$ cat src/psfc_regs.svh
// Purpose: offsets, field positions, reset values and timing figures of the port selector and pixel clock meter
// Assumes: included by bare name from design files
// Notes:   definitions only
`ifndef PSFC_REGS_SVH
`define PSFC_REGS_SVH

`define PSFC_SEL_OFFSET      8'h1e
`define PSFC_METER_OFFSET    8'h1f
`define PSFC_SEL_WIDTH       3
`define PSFC_SEL_RESET       3'h1
`define PSFC_SEL_EN_BIT      2
`define PSFC_SEL_ALT_BIT     1
`define PSFC_SEL_MAIN_BIT    0
`define PSFC_METER_RESET     8'h00
`define PSFC_COUNT_MAX       8'hff
`define PSFC_SEC_ADDR_INC    7'h01
`define PSFC_OSC_PERIOD_NS   40

`endif

$ cat src/psfc_pkg.sv
// Purpose: shared types of the port selector and pixel clock meter
// Assumes: nothing
// Notes:   constants live in psfc_regs.svh
package psfc_pkg;
    typedef logic [7:0] psfc_byte_t;
    typedef logic [1:0] psfc_link_mask_t;
    typedef enum logic [2:0] {
        ST_IDLE,
        ST_ADDR,
        ST_PTR,
        ST_WDATA,
        ST_ACK,
        ST_RD,
        ST_RACK
    } psfc_state_e;
endpackage

$ cat src/psfc_meter_if.sv
// Purpose: carries the meter start, window and result between the top and the meter
// Assumes: one clock domain
// Notes:   start is a one-cycle pulse
`timescale 1ns/1ps
interface psfc_meter_if;
    logic                 start;
    psfc_pkg::psfc_byte_t window;
    psfc_pkg::psfc_byte_t count;
    logic                 busy;
    modport ctrl  (output start, output window, input count, input busy);
    modport meter (input start, input window, output count, output busy);
endinterface

$ cat src/psfc_freq_meter.sv
// Purpose: counts pixel clock rising edges over a window of oscillator clock periods
// Assumes: pix_clk_in and osc_clk_in are sampled levels, each well below half of sys_clk
// Notes:   a pixel clock above about 25 MHz aliases; the result is only a rough estimate
`timescale 1ns/1ps
`include "psfc_regs.svh"
module psfc_freq_meter (
    input  wire logic  sys_clk,
    input  wire logic  rst,
    input  wire logic  pix_clk_in,
    input  wire logic  osc_clk_in,
    psfc_meter_if.meter m
);
    import psfc_pkg::*;

    logic       pix_prev_reg;
    logic       osc_prev_reg;
    psfc_byte_t remain_reg;
    logic       pix_rise;
    logic       osc_rise;

    assign pix_rise = pix_clk_in & ~pix_prev_reg;
    assign osc_rise = osc_clk_in & ~osc_prev_reg;

    always_ff @(posedge sys_clk) begin
        if (rst) begin
            pix_prev_reg <= 1'b0;
            osc_prev_reg <= 1'b0;
        end else begin
            pix_prev_reg <= pix_clk_in;
            osc_prev_reg <= osc_clk_in;
        end
    end

    ////////////////////////////////////////////////////////////////////////////
    // a write restarts at once, even in the middle of a window
    always_ff @(posedge sys_clk) begin
        if (rst) begin
            m.count    <= `PSFC_METER_RESET;
            remain_reg <= 8'h00;
            m.busy     <= 1'b0;
        end else if (m.start) begin
            m.count    <= 8'h00;
            remain_reg <= m.window;
            m.busy     <= (m.window != 8'h00);
        end else if (m.busy) begin
            if (pix_rise && m.count != `PSFC_COUNT_MAX) begin
                m.count <= m.count + 8'h01;
            end
            if (osc_rise) begin
                remain_reg <= remain_reg - 8'h01;
                if (remain_reg == 8'h01) begin
                    m.busy <= 1'b0;
                end
            end
        end
    end

    ////////////////////////////////////////////////////////////////////////////
    a_meter_clear: assert property (@(posedge sys_clk) disable iff (rst)
        m.start |=> (m.count == 8'h00 && m.busy == ($past(m.window) != 8'h00)))
        else $error("meter did not clear on start");

    a_meter_saturate: assert property (@(posedge sys_clk) disable iff (rst)
        (m.count == 8'hff && !m.start) |=> m.count == 8'hff)
        else $error("meter count wrapped");

    a_meter_window: assert property (@(posedge sys_clk) disable iff (rst)
        (m.busy && !m.start && !(osc_rise && remain_reg == 8'h01)) |=> m.busy)
        else $error("meter window ended early");

    a_meter_frozen: assert property (@(posedge sys_clk) disable iff (rst)
        (!m.busy && !m.start) |=> $stable(m.count))
        else $error("meter count moved outside window");

endmodule // psfc_freq_meter

$ cat src/psfc_top.sv
// Purpose: i2c target that steers register accesses to link 0, link 1 and shared registers, plus pixel meter
// Assumes: scl_in and sda_in are synchronous to sys_clk; link register data is combinational on acc_addr
// Notes:   writes auto-increment the pointer; reads return the byte at the pointer
//
// Notes on behaviour
// - with the second-address enable set, the target also answers its base address plus one (7-bit).
// - accesses through that second address go to link 1 and the shared registers.
// - with alternate select set, primary-address writes update link 1 and the shared registers.
// - with alternate select set, primary-address reads return link 1 and the shared registers.
// - with only main select set, primary-address writes and reads go to link 0 and the shared registers.
// - with both selects set, primary-address reads return link 1.
// - both select bits are ignored while the second-address enable is set.
// - writing the meter register counts pixel edges over the written number of oscillator periods.
// - reading the meter register returns the edge count of the latest window.
// - the edge count stops at 0xff rather than wrapping.
`timescale 1ns/1ps
`include "psfc_regs.svh"
module psfc_top (
    input  wire logic                      sys_clk,
    input  wire logic                      rst,
    input  wire logic                      scl_in,
    input  wire logic                      sda_in,
    output logic                           sda_out,
    output logic                           sda_oe,
    input  wire logic [6:0]                base_target_address,
    input  wire logic                      pix_clk_in,
    input  wire logic                      osc_clk_in,
    output psfc_pkg::psfc_byte_t           acc_addr,
    output psfc_pkg::psfc_byte_t           acc_wdata,
    output logic                           acc_wr,
    output logic                           acc_rd,
    output psfc_pkg::psfc_link_mask_t      acc_link_mask,
    output logic                           acc_rd_link1,
    input  wire psfc_pkg::psfc_byte_t      link0_rdata,
    input  wire psfc_pkg::psfc_byte_t      link1_rdata
);
    import psfc_pkg::*;

    psfc_state_e                 state_reg;
    psfc_state_e                 after_reg;
    logic [2:0]                  bit_cnt_reg;
    psfc_byte_t                  shift_reg;
    psfc_byte_t                  ptr_reg;
    logic                        sec_hit_reg;
    logic                        ptr_inc_reg;
    logic                        rd_go_reg;
    logic                        sda_oe_reg;
    logic                        scl_prev_reg;
    logic                        sda_prev_reg;
    logic [`PSFC_SEL_WIDTH-1:0]  sel_reg;
    logic [6:0]                  sec_addr;
    logic                        scl_rise;
    logic                        scl_fall;
    logic                        bus_start;
    logic                        bus_stop;
    logic                        byte_done;
    psfc_byte_t                  rx_byte;
    psfc_byte_t                  rd_byte;
    logic                        rd_load;
    logic                        hit_primary;
    logic                        hit_secondary;
    logic                        sec_en;
    logic                        alt_sel;
    logic                        main_sel;

    psfc_meter_if meter_bus ();
    psfc_freq_meter u_meter (
        .sys_clk    (sys_clk),
        .rst        (rst),
        .pix_clk_in (pix_clk_in),
        .osc_clk_in (osc_clk_in),
        .m          (meter_bus.meter)
    );

    ////////////////////////////////////////////////////////////////////////////
    // bus events
    assign scl_rise  = scl_in & ~scl_prev_reg;
    assign scl_fall  = ~scl_in & scl_prev_reg;
    assign bus_start = scl_in & scl_prev_reg & sda_prev_reg & ~sda_in;
    assign bus_stop  = scl_in & scl_prev_reg & ~sda_prev_reg & sda_in;
    assign rx_byte   = {shift_reg[6:0], sda_in};
    assign byte_done = scl_rise && bit_cnt_reg == 3'd7
                       && (state_reg == ST_ADDR || state_reg == ST_PTR || state_reg == ST_WDATA);
    assign rd_load   = state_reg == ST_ACK && scl_fall && sda_oe_reg && after_reg == ST_RD;
    assign sec_en        = sel_reg[`PSFC_SEL_EN_BIT];
    assign alt_sel       = sel_reg[`PSFC_SEL_ALT_BIT];
    assign main_sel      = sel_reg[`PSFC_SEL_MAIN_BIT];
    assign sec_addr      = base_target_address + `PSFC_SEC_ADDR_INC;
    assign hit_primary   = shift_reg[6:0] == base_target_address;
    assign hit_secondary = sec_en && shift_reg[6:0] == sec_addr;
    assign sda_out = 1'b0;
    assign sda_oe  = sda_oe_reg;
    assign acc_addr = ptr_reg;
    always_ff @(posedge sys_clk) begin
        if (rst) begin
            scl_prev_reg <= 1'b1;
            sda_prev_reg <= 1'b1;
        end else begin
            scl_prev_reg <= scl_in;
            sda_prev_reg <= sda_in;
        end
    end

    ////////////////////////////////////////////////////////////////////////////
    // link steering
    always_comb begin
        if (sec_hit_reg) begin
            acc_link_mask = 2'b10;
            acc_rd_link1  = 1'b1;
        end else if (sec_en) begin
            acc_link_mask = 2'b01;
            acc_rd_link1  = 1'b0;
        end else begin
            // neither select set falls back to link 0
            acc_link_mask = {alt_sel, main_sel | ~alt_sel};
            acc_rd_link1  = alt_sel;
        end
    end
    always_comb begin
        if (ptr_reg == `PSFC_SEL_OFFSET) begin
            rd_byte = {5'h00, sel_reg};
        end else if (ptr_reg == `PSFC_METER_OFFSET) begin
            rd_byte = meter_bus.count;
        end else if (acc_rd_link1) begin
            rd_byte = link1_rdata;
        end else begin
            rd_byte = link0_rdata;
        end
    end

    ////////////////////////////////////////////////////////////////////////////
    // target state machine; start and stop override any state
    always_ff @(posedge sys_clk) begin
        if (rst) begin
            state_reg   <= ST_IDLE;
            after_reg   <= ST_IDLE;
            bit_cnt_reg <= 3'd0;
            shift_reg   <= 8'h00;
            ptr_reg     <= 8'h00;
            sec_hit_reg <= 1'b0;
            ptr_inc_reg <= 1'b0;
            rd_go_reg   <= 1'b0;
            sda_oe_reg  <= 1'b0;
        end else if (bus_start) begin
            state_reg   <= ST_ADDR;
            bit_cnt_reg <= 3'd0;
            sda_oe_reg  <= 1'b0;
        end else if (bus_stop) begin
            state_reg  <= ST_IDLE;
            sda_oe_reg <= 1'b0;
        end else begin
            case (state_reg)
                ST_ADDR, ST_PTR, ST_WDATA: begin
                    if (scl_rise) begin
                        shift_reg   <= rx_byte;
                        bit_cnt_reg <= bit_cnt_reg + 3'd1;
                    end
                    if (byte_done) begin
                        ptr_inc_reg <= state_reg == ST_WDATA;
                        state_reg   <= ST_ACK;
                        after_reg   <= ST_WDATA;
                        if (state_reg == ST_ADDR) begin
                            // unmatched address: stay off the bus until the next start
                            if (!(hit_primary || hit_secondary)) begin
                                state_reg <= ST_IDLE;
                            end
                            sec_hit_reg <= hit_secondary && !hit_primary;
                            after_reg   <= sda_in ? ST_RD : ST_PTR;
                        end else if (state_reg == ST_PTR) begin
                            ptr_reg   <= rx_byte;
                        end
                    end
                end
                ST_ACK: begin
                    if (scl_fall) begin
                        sda_oe_reg <= !sda_oe_reg;
                        if (sda_oe_reg) begin
                            state_reg   <= after_reg;
                            bit_cnt_reg <= 3'd0;
                            if (ptr_inc_reg) begin
                                ptr_reg <= ptr_reg + 8'h01;
                            end
                            if (after_reg == ST_RD) begin
                                shift_reg  <= rd_byte;
                                sda_oe_reg <= ~rd_byte[7];
                            end
                        end
                    end
                end
                ST_RD: begin
                    if (scl_rise) begin
                        bit_cnt_reg <= bit_cnt_reg + 3'd1;
                        if (bit_cnt_reg == 3'd7) begin
                            state_reg <= ST_RACK;
                        end
                    end else if (scl_fall) begin
                        shift_reg  <= {shift_reg[6:0], 1'b0};
                        sda_oe_reg <= ~shift_reg[6];
                    end
                end
                ST_RACK: begin
                    if (scl_rise) begin
                        // a not-acknowledge ends the read burst
                        if (sda_in) begin
                            state_reg <= ST_IDLE;
                        end else begin
                            rd_go_reg <= 1'b1;
                            ptr_reg   <= ptr_reg + 8'h01;
                        end
                    end else if (scl_fall) begin
                        sda_oe_reg <= 1'b0;
                        if (rd_go_reg) begin
                            rd_go_reg   <= 1'b0;
                            state_reg   <= ST_RD;
                            bit_cnt_reg <= 3'd0;
                            shift_reg   <= rd_byte;
                            sda_oe_reg  <= ~rd_byte[7];
                        end
                    end
                end
                default: begin
                    state_reg  <= ST_IDLE;
                    sda_oe_reg <= 1'b0;
                end
            endcase
        end
    end

    ////////////////////////////////////////////////////////////////////////////
    // local registers and outgoing strobes
    always_ff @(posedge sys_clk) begin
        if (rst) begin
            sel_reg <= `PSFC_SEL_RESET;
        end else if (byte_done && state_reg == ST_WDATA && ptr_reg == `PSFC_SEL_OFFSET) begin
            sel_reg <= rx_byte[`PSFC_SEL_WIDTH-1:0];
        end
    end
    always_ff @(posedge sys_clk) begin
        if (rst) begin
            meter_bus.start  <= 1'b0;
            meter_bus.window <= `PSFC_METER_RESET;
        end else begin
            meter_bus.start <= byte_done && state_reg == ST_WDATA && ptr_reg == `PSFC_METER_OFFSET;
            if (byte_done && state_reg == ST_WDATA && ptr_reg == `PSFC_METER_OFFSET) begin
                meter_bus.window <= rx_byte;
            end
        end
    end
    always_ff @(posedge sys_clk) begin
        if (rst) begin
            acc_wr    <= 1'b0;
            acc_rd    <= 1'b0;
            acc_wdata <= 8'h00;
        end else begin
            acc_wr <= byte_done && state_reg == ST_WDATA
                      && ptr_reg != `PSFC_SEL_OFFSET && ptr_reg != `PSFC_METER_OFFSET;
            acc_rd <= rd_load || (state_reg == ST_RACK && scl_fall && rd_go_reg);
            if (byte_done && state_reg == ST_WDATA) begin
                acc_wdata <= rx_byte;
            end
        end
    end

    ////////////////////////////////////////////////////////////////////////////
    a_sec_addr_ack: assert property (@(posedge sys_clk) disable iff (rst)
        (byte_done && !bus_start && !bus_stop && state_reg == ST_ADDR && sec_en && shift_reg[6:0] == sec_addr)
        |=> (state_reg == ST_ACK && sec_hit_reg))
        else $error("second address not acknowledged");
    a_sec_addr_off: assert property (@(posedge sys_clk) disable iff (rst)
        (byte_done && !bus_start && !bus_stop && state_reg == ST_ADDR && !sec_en && !hit_primary)
        |=> state_reg == ST_IDLE)
        else $error("address answered while disabled");
    a_sec_route: assert property (@(posedge sys_clk) disable iff (rst)
        sec_hit_reg |-> (acc_link_mask == 2'b10 && acc_rd_link1))
        else $error("second address not routed to link 1");
    a_alt_write: assert property (@(posedge sys_clk) disable iff (rst)
        (!sec_hit_reg && !sec_en && alt_sel) |-> acc_link_mask[1])
        else $error("alternate select write misses link 1");
    a_alt_read: assert property (@(posedge sys_clk) disable iff (rst)
        (rd_load && !sec_hit_reg && !sec_en && alt_sel && ptr_reg < `PSFC_SEL_OFFSET)
        |=> shift_reg == $past(link1_rdata))
        else $error("alternate select read not from link 1");
    a_main_route: assert property (@(posedge sys_clk) disable iff (rst)
        (!sec_hit_reg && !sec_en && main_sel && !alt_sel) |-> (acc_link_mask == 2'b01 && !acc_rd_link1))
        else $error("main select not routed to link 0");
    a_both_read: assert property (@(posedge sys_clk) disable iff (rst)
        (!sec_hit_reg && !sec_en && main_sel && alt_sel) |-> (acc_rd_link1 && acc_link_mask == 2'b11))
        else $error("both selects do not read link 1");
    a_select_ignored: assert property (@(posedge sys_clk) disable iff (rst)
        (!sec_hit_reg && sec_en) |-> (acc_link_mask == 2'b01 && !acc_rd_link1))
        else $error("select bits acted while second address enabled");
    a_meter_read: assert property (@(posedge sys_clk) disable iff (rst)
        (rd_load && ptr_reg == `PSFC_METER_OFFSET) |=> shift_reg == $past(meter_bus.count))
        else $error("meter read returned wrong value");
endmodule // psfc_top

$ cat config.mk
export PLATFORM = sky130hd
export DESIGN_NAME = psfc_top
export DESIGN_NICKNAME = d
export VERILOG_FILES = /design/src/psfc_pkg.sv /design/src/psfc_meter_if.sv /design/src/psfc_freq_meter.sv /design/src/psfc_top.sv
export VERILOG_INCLUDE_DIRS = /design/src
export SDC_FILE = /design/constraint.sdc
export NUM_CORES = 1
export LEC_CHECK = 0
export ABC_AREA = 1
export BUFFER_PORTS_ARGS = -buffer_cell sky130_fd_sc_hd__buf_2
export CAP_MARGIN = 25
export CORE_AREA = 4 4 91 101
export DETAILED_ROUTE_END_ITERATION = 10
export DIE_AREA = 0 0 95 105
export PLACE_DENSITY = 0.69
export SLEW_MARGIN = 20
export SYNTH_ARGS = -nofsm -noshare
export SYNTH_HDL_FRONTEND = slang
export SYNTH_SLANG_ARGS = --single-unit
$ cat constraint.sdc
create_clock -name sys_clk -period 3.7 [get_ports sys_clk]
set_clock_uncertainty 0.1 [all_clocks]
set_input_delay 0.74 -clock sys_clk [delete_from_list [all_inputs] [get_ports sys_clk]]
set_output_delay 0.74 -clock sys_clk [all_outputs]
set_load 0.01 [all_outputs]
==> results by group, run 1 <==
Floorplanning
  – Die width: 95 µm
  – Die Area: 0.00998 mm²
  – Initial cell density of the core: 0.483
  – Core area: 0.00823 mm²
  – Row count: 35
  – Die Y: 105 µm
  – I/O pin count: 52

Clocking
  – CTS Root Cell: clkbuf_8
  – Setup Buffers After CTS: 0
  – CTS sink cnt: 71
  – CTS Buf Count: 9
  – Clock Latency Late Sink: 0.35 ns
  – CTS tree: done
  – Reg clk slew, reported paths: 0.07 ns
  – Longest Clk Path Bufs: 2
  – CTS resizes: 0
  – H-tree depth: 3
  – Post-CTS Hold Fix Bufs: 0

Layout
  – Most frequent cells in the layout: 141 x nand2_1, 75 x nor2_1, 71 x dfxtp_1
  – Post-Layout Cell Count: 764
  – Final Instance Area: 0.00451 mm²
  – Layout cells sized above 1: 0.135
  – Layout area overhead: 13.4%
  – Diode count: 0
  – # nets final: 689
  – Commonest non-fill, non-tap cell in the layout: nand2_1

Global route
  – Grt ovf: 0
  – Vias in the first global route: 3,732
  – Total GRT Usage: 0.223
  – First-pass GRT wire length: 17,700 µm
  – Largest net degree at the start of global routing: 21
  – Initial antenna violation count: 0

Synthesis
  – Synthesized cell area: 0.00398 mm²
  – Post-Synthesis Cells: 601
  – Synth area leaders: dfxtp_1 36%, nand2_1 13%, nor2_1 7.1%
  – Yosys top cell by area: dfxtp_1
  – Synth top area share: 0.357
  – Post-synthesis sequential area ratio: 0.357
  – Net Count, Synth: 641
  – Synthesized flop and latch total: 71
  – Average size of a mapped cell: 6.62 µm²
  – Synth cell types: 40
  – Yosys Warn Count: 0

Critical path
  – Critical path arrival: 1.68 ns
  – Peak fanout along the critical path: 10
  – WS Path Type: register to output port
  – Crit end category: output port
  – Crit start category: register
  – WP data required: 2.86 ns

Place
  – Dpl cell area: 0.00431 mm²
  – Inst Count DP: 749
  – Placer congestion estimate: 0.931
  – Dpl hpwl: 8180 µm
  – Buffers added on ports: 50

Detailed routing
  – DR vias: 4,026
  – Final wirelength: 10,700 µm
  – Drt drc: 0
  – DRT Pass-1 Iters: 6
  – Vias/cell: 5.27
  – Routed len/inst: 14.0 µm
  – Detail Route Antenna Nets: 0
  – Iteration-0 DRC Markers: 209

Outcome
  – Status: completed

Power
  – Leak: 0.00201 µW
  – Total power per unit cell area: 547 mW/mm²
  – Total Power: 2470 µW
  – Worst VDD drop: 252 µV

STA
  – Max-slew headroom: 0.583
  – Hold WS: 0.380 ns
  – Setup-failing EPs final: 0
  – Sum Neg Setup Slack: 0 ns
  – Final min period: 2.52 ns
  – RSZ-0062 raised after global routing: false
  – Period utilization: 0.680
  – Slew at the pin closest to its max-slew limit: 0.620 ns
  – Fmax: 398 MHz
  – Fin. Hold Viols: 0
  – Final slew viol count: 0

Worst hold path
  – Hold WC Path Type: register to register

Run
  – Max Cap Violations: 0
metrics by stage:
step / utilization / worst slack (ns)
after floorplan: - / 1.57
after global placement: 0.524 / 1.21
after detailed placement: 0.524 / 1.18
after CTS: 0.548 / 1.17
after global routing: 0.548 / 1.05
final: 0.548 / 1.18
layout make-up:
class	instances	area, µm²
Sequential cell	71	1420
Timing Repair Buffer	52	265
Tap cell	111	139
Inverter	76	285
Multi-Input combinational cell	439	2200
Clock inverter	5	58.8
Fill cell	863	3720
Clock buffer	10	138
Yosys cell counts, drive strengths merged:
master   instances
conb             1
xor2             5
a31oi            4
nand2          145
a211oi           8
a21oi           48
o2111ai          1
inv             76
nor2            78
nand4            7
o311ai           1
and3b            1
a221oi           2
nand3           40
o31ai            5
buf              6
nand3b           1
or2              1
clkbuf           9
dfxtp           71
nor4             2
o21ai           52
ha              11
o211ai           7
a22oi            1
xnor2            3
nor3            12
o22ai            3
power by group:
group	switching [µW]	internal [µW]
combinational	609	304
clock	304	326
sequential	88.2	836
total	1000	1470
worst paths after layout:
path	start	to	slack (ns)	cells after the start
setup / recovery	sel_reg[2]	acc_link_mask[0]	1.18	5
hold / removal	bit_cnt_reg[1]	bit_cnt_reg[1]	0.38	2
setup reg to reg	state_reg[2]	acc_addr[2]	1.54	9
hold reg to reg	bit_cnt_reg[1]	bit_cnt_reg[1]	0.38	2
routing by layer:
metal	vias to the layer above	wire length, µm	global-route usage
met5	-	0	0
met4	0	184	0.0773
met3	16	489	0.0259
met2	96	5180	0.377
met1	1838	4840	0.291
li1	2076	-	-
cells by family (layout without fill, tap and decap cells):
| logic type | count (synthesis) | in the layout | share of synthesized area |
|---|---|---|---|
| adders and majority gates | 11 | 11 | 0.0346 |
| other | 1 | 1 | 0.000943 |
| and+or+nand+nor | 287 | 287 | 0.314 |
| AOI/OAI and AO/OA | 132 | 132 | 0.186 |
| xor gates and xnor gates | 8 | 8 | 0.0176 |
| buffers and inverters | 91 | 143 | 0.0890 |
| DFF | 71 | 71 | 0.357 |
critical path: stages (launching register included):
cell     delay, ns
dfxtp_1       0.41
inv_1         0.07
nand2_1       0.27
nand2_1       0.31
nand2_1       0.14
buf_2         0.14
Note: power is estimated with default switching activity, not from simulation.
==> inputs of run 2 (changes only) <==
- clock period: 3.7 -> 2.6 ns (I/O delays scaled with it)
==> run 2 against run 1 <==
- routed wire length rose by 1.4%
- cell area rose by 0.47%
- critical path depth did not move
- critical endpoint unchanged
- flip-flop and latch count did not move
- first-iteration DRC count fell by 15%
- power rose by 39%
- sequential share of layout area fell by 0.15 points
- sequential power rose by 41%
- worst hold slack got worse by 0.091 ns
- setup slack got worse by 0.88 ns
- global-route usage rose by 0.29 points
- combinational power rose by 48%
==> results by group, run 2 (synthesis gave the netlist of run 1 again) <==
STA
  – Final min period: 2.29 ns
  – Final slew viol count: 0
  – Fin. Hold Viols: 0
  – RSZ-0062 raised after global routing: false
  – Setup-failing EPs final: 0
  – Max-slew headroom: 0.581
  – Period utilization: 0.881
  – Fmax: 436 MHz
  – Sum Neg Setup Slack: 0 ns
  – Slew at the pin closest to its max-slew limit: 0.627 ns

Detailed routing
  – Vias/cell: 5.32
  – DR vias: 4,104
  – Final wirelength: 10,800 µm
  – Routed len/inst: 14.1 µm
  – Detail Route Antenna Nets: 0
  – DRT Pass-1 Iters: 5
  – Drt drc: 0
  – Iteration-0 DRC Markers: 177

Clocking
  – Post-CTS Hold Fix Bufs: 0
  – Longest Clk Path Bufs: 2
  – H-tree depth: 3
  – CTS sink cnt: 71
  – Setup Buffers After CTS: 0
  – Clock Latency Late Sink: 0.34 ns
  – CTS Buf Count: 9
  – CTS Root Cell: clkbuf_8
  – Reg clk slew, reported paths: 0.07 ns
  – CTS resizes: 0
  – CTS tree: done

Place
  – Buffers added on ports: 50
  – Placer congestion estimate: 0.942
  – Dpl hpwl: 8390 µm
  – Inst Count DP: 756

Layout
  – Layout area overhead: 13.9%
  – Most frequent cells in the layout: 141 x nand2_1, 75 x nor2_1, 71 x dfxtp_1
  – # nets final: 696
  – Diode count: 0
  – Multi-input logic area: 0.00220 mm²
  – Commonest non-fill, non-tap cell in the layout: nand2_1
  – Post-Layout Cell Count: 771
  – Fillers: 857
  – Layout cells sized above 1: 0.141
  – Sequential cell area: 0.00142 mm²

Power
  – Sw frac: 0.412
  – Int Pwr: 2020 µW
  – Psw: 1410 µW
  – Total power per unit cell area: 758 mW/mm²
  – Seq pwr share: 0.379
  – Comb pwr share: 0.393
  – Leak: 0.00203 µW
  – Total Power: 3430 µW
  – Clk pwr share: 0.228
  – Worst VDD drop: 372 µV

Critical path
  – WP data required: 1.98 ns
  – Setup crit start: sel_reg[2]
  – Crit start category: register
  – Crit end category: output port
  – Peak fanout along the critical path: 10
  – WS Path Type: register to output port
  – Critical path arrival: 1.67 ns
  – R2R Path Start: scl_prev_reg

Floorplanning
  – Die Y: 105 µm
  – Row count: 35
  – Initial cell density of the core: 0.483
  – Die width: 95 µm
  – Die Area: 0.00998 mm²
  – Core area: 0.00823 mm²
  – I/O pin count: 52

Run
  – Max Cap Violations: 0

Global route
  – First-pass GRT wire length: 18,100 µm
  – Initial antenna violation count: 0
  – Largest net degree at the start of global routing: 23
  – Vias in the first global route: 3,902
  – Total GRT Usage: 0.226
  – Grt ovf: 0

Worst hold path
  – Hold WC Path Type: input pin to register
  – Worst hold path startpoint: osc_clk_in

Outcome
  – Status: completed
run 2: per-layer routing:
metal | wire length (µm) | global-route usage | share of wire | up-vias
li1 | - | - | - | 2096
met1 | 4860 | 0.289 | 0.45 | 1877
met2 | 5260 | 0.378 | 0.48 | 110
met3 | 465 | 0.0338 | 0.043 | 21
met4 | 254 | 0.0866 | 0.023 | 0
met5 | 0 | 0 | 0 | -
run 2: final timing paths:
kind | end | slack [ns] | cells after the start
setup / recovery | acc_link_mask[0] | 0.31 | 5
hold / removal | u_meter.osc_prev_reg | 0.29 | 3
setup reg to reg | acc_addr[5] | 0.52 | 11
hold reg to reg | after_reg[1] | 0.38 | 2
run 2: final cells by class:
type,count,area share
multi-input cells,439,0.486
flip-flops and latches,71,0.314
repair buffers,59,0.0701
inverters,76,0.0630
clock buffers,12,0.0320
well taps,111,0.0307
clock inverters,3,0.00442
run 2: through the flow:
step	utilization	setup WS [ns]	area (µm²)	hold slack [ns]
floorplan	-	0.688	3980	0.341
global placement	0.530	0.324	4370	0.360
detailed placement	0.530	0.269	4370	0.369
CTS	0.550	0.331	4530	0.281
global route	0.550	0.179	4530	0.317
finish	0.550	0.309	4530	0.289
run 2: worst max-delay path, cell delays in order (launching register included):
cell     delay [ns]
dfxtp_1        0.39
inv_1          0.07
nand2_1        0.28
nand2_1        0.33
nand2_1        0.13
buf_2          0.14
run 2: power groups by stage:
stage	Sequential [µW]	Combinational [µW]	Clock, µW
after floorplan	1310	992	0
after global placement	1320	1330	0
after detailed placement	1320	1340	0
after CTS	1300	1340	799
after global routing	1310	1550	845
final	1300	1350	784
==> inputs of run 3 (changes only) <==
- CTS_BUF_LIST: not set -> sky130_fd_sc_hd__clkbuf_16
==> run 3 against run 2 <==
- utilization increased by 1.1 points
- power rose by 8.8%
- first-iteration DRC count increased by 5.1%
- cell area rose by 2.0%
- fmax grew 0.90%
- critical path depth did not move
- final cell count is the same
- sequential share of layout area down 0.62 points
- register-to-register slack worse by 0.04 ns
- routed wire length up 0.34%
- combinational power barely moved
==> results by group, run 3 (synthesis gave the netlist of run 1 again) <==
Clocking
  – CTS resizes: 0
  – Post-CTS Hold Fix Bufs: 0
  – Reg clk slew, reported paths: 0.06 ns
  – CTS Root Cell: clkbuf_16
  – Longest Clk Path Bufs: 2
  – Setup Buffers After CTS: 0
  – CTS tree: done
  – CTS sink cnt: 71
  – Clock Latency Late Sink: 0.33 ns
  – CTS Buf Count: 9
  – H-tree depth: 3

Floorplanning
  – Die Y: 105 µm
  – Core area: 0.00823 mm²
  – Row count: 35
  – Die Area: 0.00998 mm²
  – Die width: 95 µm
  – I/O pin count: 52
  – Initial cell density of the core: 0.483

Detailed routing
  – DR vias: 4,107
  – Iteration-0 DRC Markers: 186
  – Routed len/inst: 14.1 µm
  – Vias/cell: 5.33
  – Detail Route Antenna Nets: 0
  – Final wirelength: 10,900 µm
  – DRT Pass-1 Iters: 5
  – Drt drc: 0

Place
  – Dpl hpwl: 8390 µm
  – Dpl cell area: 0.00437 mm²
  – Placer congestion estimate: 0.942
  – Buffers added on ports: 50

STA
  – Sum Neg Setup Slack: 0 ns
  – Fin. Hold Viols: 0
  – Max-slew headroom: 0.596
  – RSZ-0062 raised after global routing: false
  – Final slew viol count: 0
  – Fmax: 440 MHz
  – Final min period: 2.27 ns
  – Period utilization: 0.873
  – Slew at the pin closest to its max-slew limit: 0.602 ns
  – Setup-failing EPs final: 0
  – Hold WS: 0.300 ns

Power
  – Psw: 1450 µW
  – Worst VDD drop: 382 µV
  – Total power per unit cell area: 808 mW/mm²
  – Comb pwr share: 0.362
  – Seq pwr share: 0.349
  – Clk pwr share: 0.290
  – Int Pwr: 2280 µW
  – Leak: 0.00208 µW
  – Sw frac: 0.389

Global route
  – First-pass GRT wire length: 18,100 µm
  – Largest net degree at the start of global routing: 23
  – Grt ovf: 0
  – Vias in the first global route: 3,926
  – Initial antenna violation count: 0
  – Total GRT Usage: 0.228

Worst hold path
  – Hold WC Path Type: input pin to register

Layout
  – Most frequent cells in the layout: 141 x nand2_1, 75 x nor2_1, 71 x inv_1, 71 x dfxtp_1, 51 x o21ai_0
  – Sequential cell area: 0.00142 mm²
  – Fillers: 849
  – Commonest non-fill, non-tap cell in the layout: nand2_1
  – Final Instance Area: 0.00462 mm²
  – # nets final: 696
  – Multi-input logic area: 0.00220 mm²
  – Layout cells sized above 1: 0.139
  – Layout area overhead: 16.2%
  – Diode count: 0

Critical path
  – Critical Path Max Stage Delay: 0.38 ns
  – Crit-path most repeated cell: nand2_1
  – Crit start category: register
  – Critical path arrival: 1.65 ns
  – WS Path Type: register to output port
  – Crit end category: output port
  – CP max-delay cell: dfxtp_1
  – Reg2reg setup slack: 0.48 ns
  – Peak fanout along the critical path: 10
  – CP cell instances: inv_1 -> nand2_1 -> nand2_1 -> nand2_1 -> buf_2
  – WP data required: 1.98 ns

Run
  – Max Cap Violations: 0

Outcome
  – Status: completed
-- run 3: changes by cell type in the layout (fill, tap and decap cells not counted) --
cell	change
clkbuf_16	+9
clkbuf_8	-10
clkbuf_1	-2
inv_1	+2
clkinv_1	+1
-- run 3: cell type report --
cell class	instances	area share
Tap cell	111	0.0300
Multi-Input combinational cell	439	0.476
Sequential cell	71	0.308
Timing Repair Buffer	59	0.0688
Clock buffer	9	0.0487
Clock inverter	6	0.00677
Inverter	76	0.0617
-- run 3: stage by stage --
stage / utilization / setup slack (ns) / power, µW / std cells
5_1_grt: 0.561 / 0.203 / 4010 / 771
4_1_cts: 0.561 / 0.349 / 3750 / 771
3_3_place_gp: 0.530 / 0.324 / 2650 / 756
3_5_place_dp: 0.530 / 0.269 / 2660 / 756
2_1_floorplan: - / 0.688 / 2300 / 601
6_report: 0.561 / 0.329 / 3730 / 771
-- run 3: final timing paths --
path,start,to,cells past startpoint
worst min register to register,after_reg[1],after_reg[1],2
worst max-delay path,sel_reg[2],acc_link_mask[0],5
worst max register to register,scl_prev_reg,acc_addr[5],11
worst min-delay path,osc_clk_in,u_meter.osc_prev_reg,3
-- run 3: worst max-delay path, delay by kind of cell (launching register included) --
kind | cells | cell delay, ns
simple gates | 3 | 0.72
flops | 1 | 0.38
buf+inv | 2 | 0.22
-- run 3: metal layers --
| metal | vias up | part of all wire | GRT usage |
|---|---|---|---|
| met5 | - | 0 | 0 |
| met4 | 0 | 0.022 | 0.0990 |
| met3 | 24 | 0.049 | 0.0360 |
| met2 | 120 | 0.49 | 0.382 |
| met1 | 1870 | 0.44 | 0.286 |
| li1 | 2093 | - | - |
-- run 3: power by group through the flow --
stage / clock (µW) / combinational (µW) / sequential [µW]
global route: 1150 / 1550 / 1310
floorplan: 0 / 992 / 1310
finish: 1080 / 1350 / 1300
global placement: 0 / 1330 / 1320
detailed placement: 0 / 1340 / 1320
CTS: 1100 / 1350 / 1300
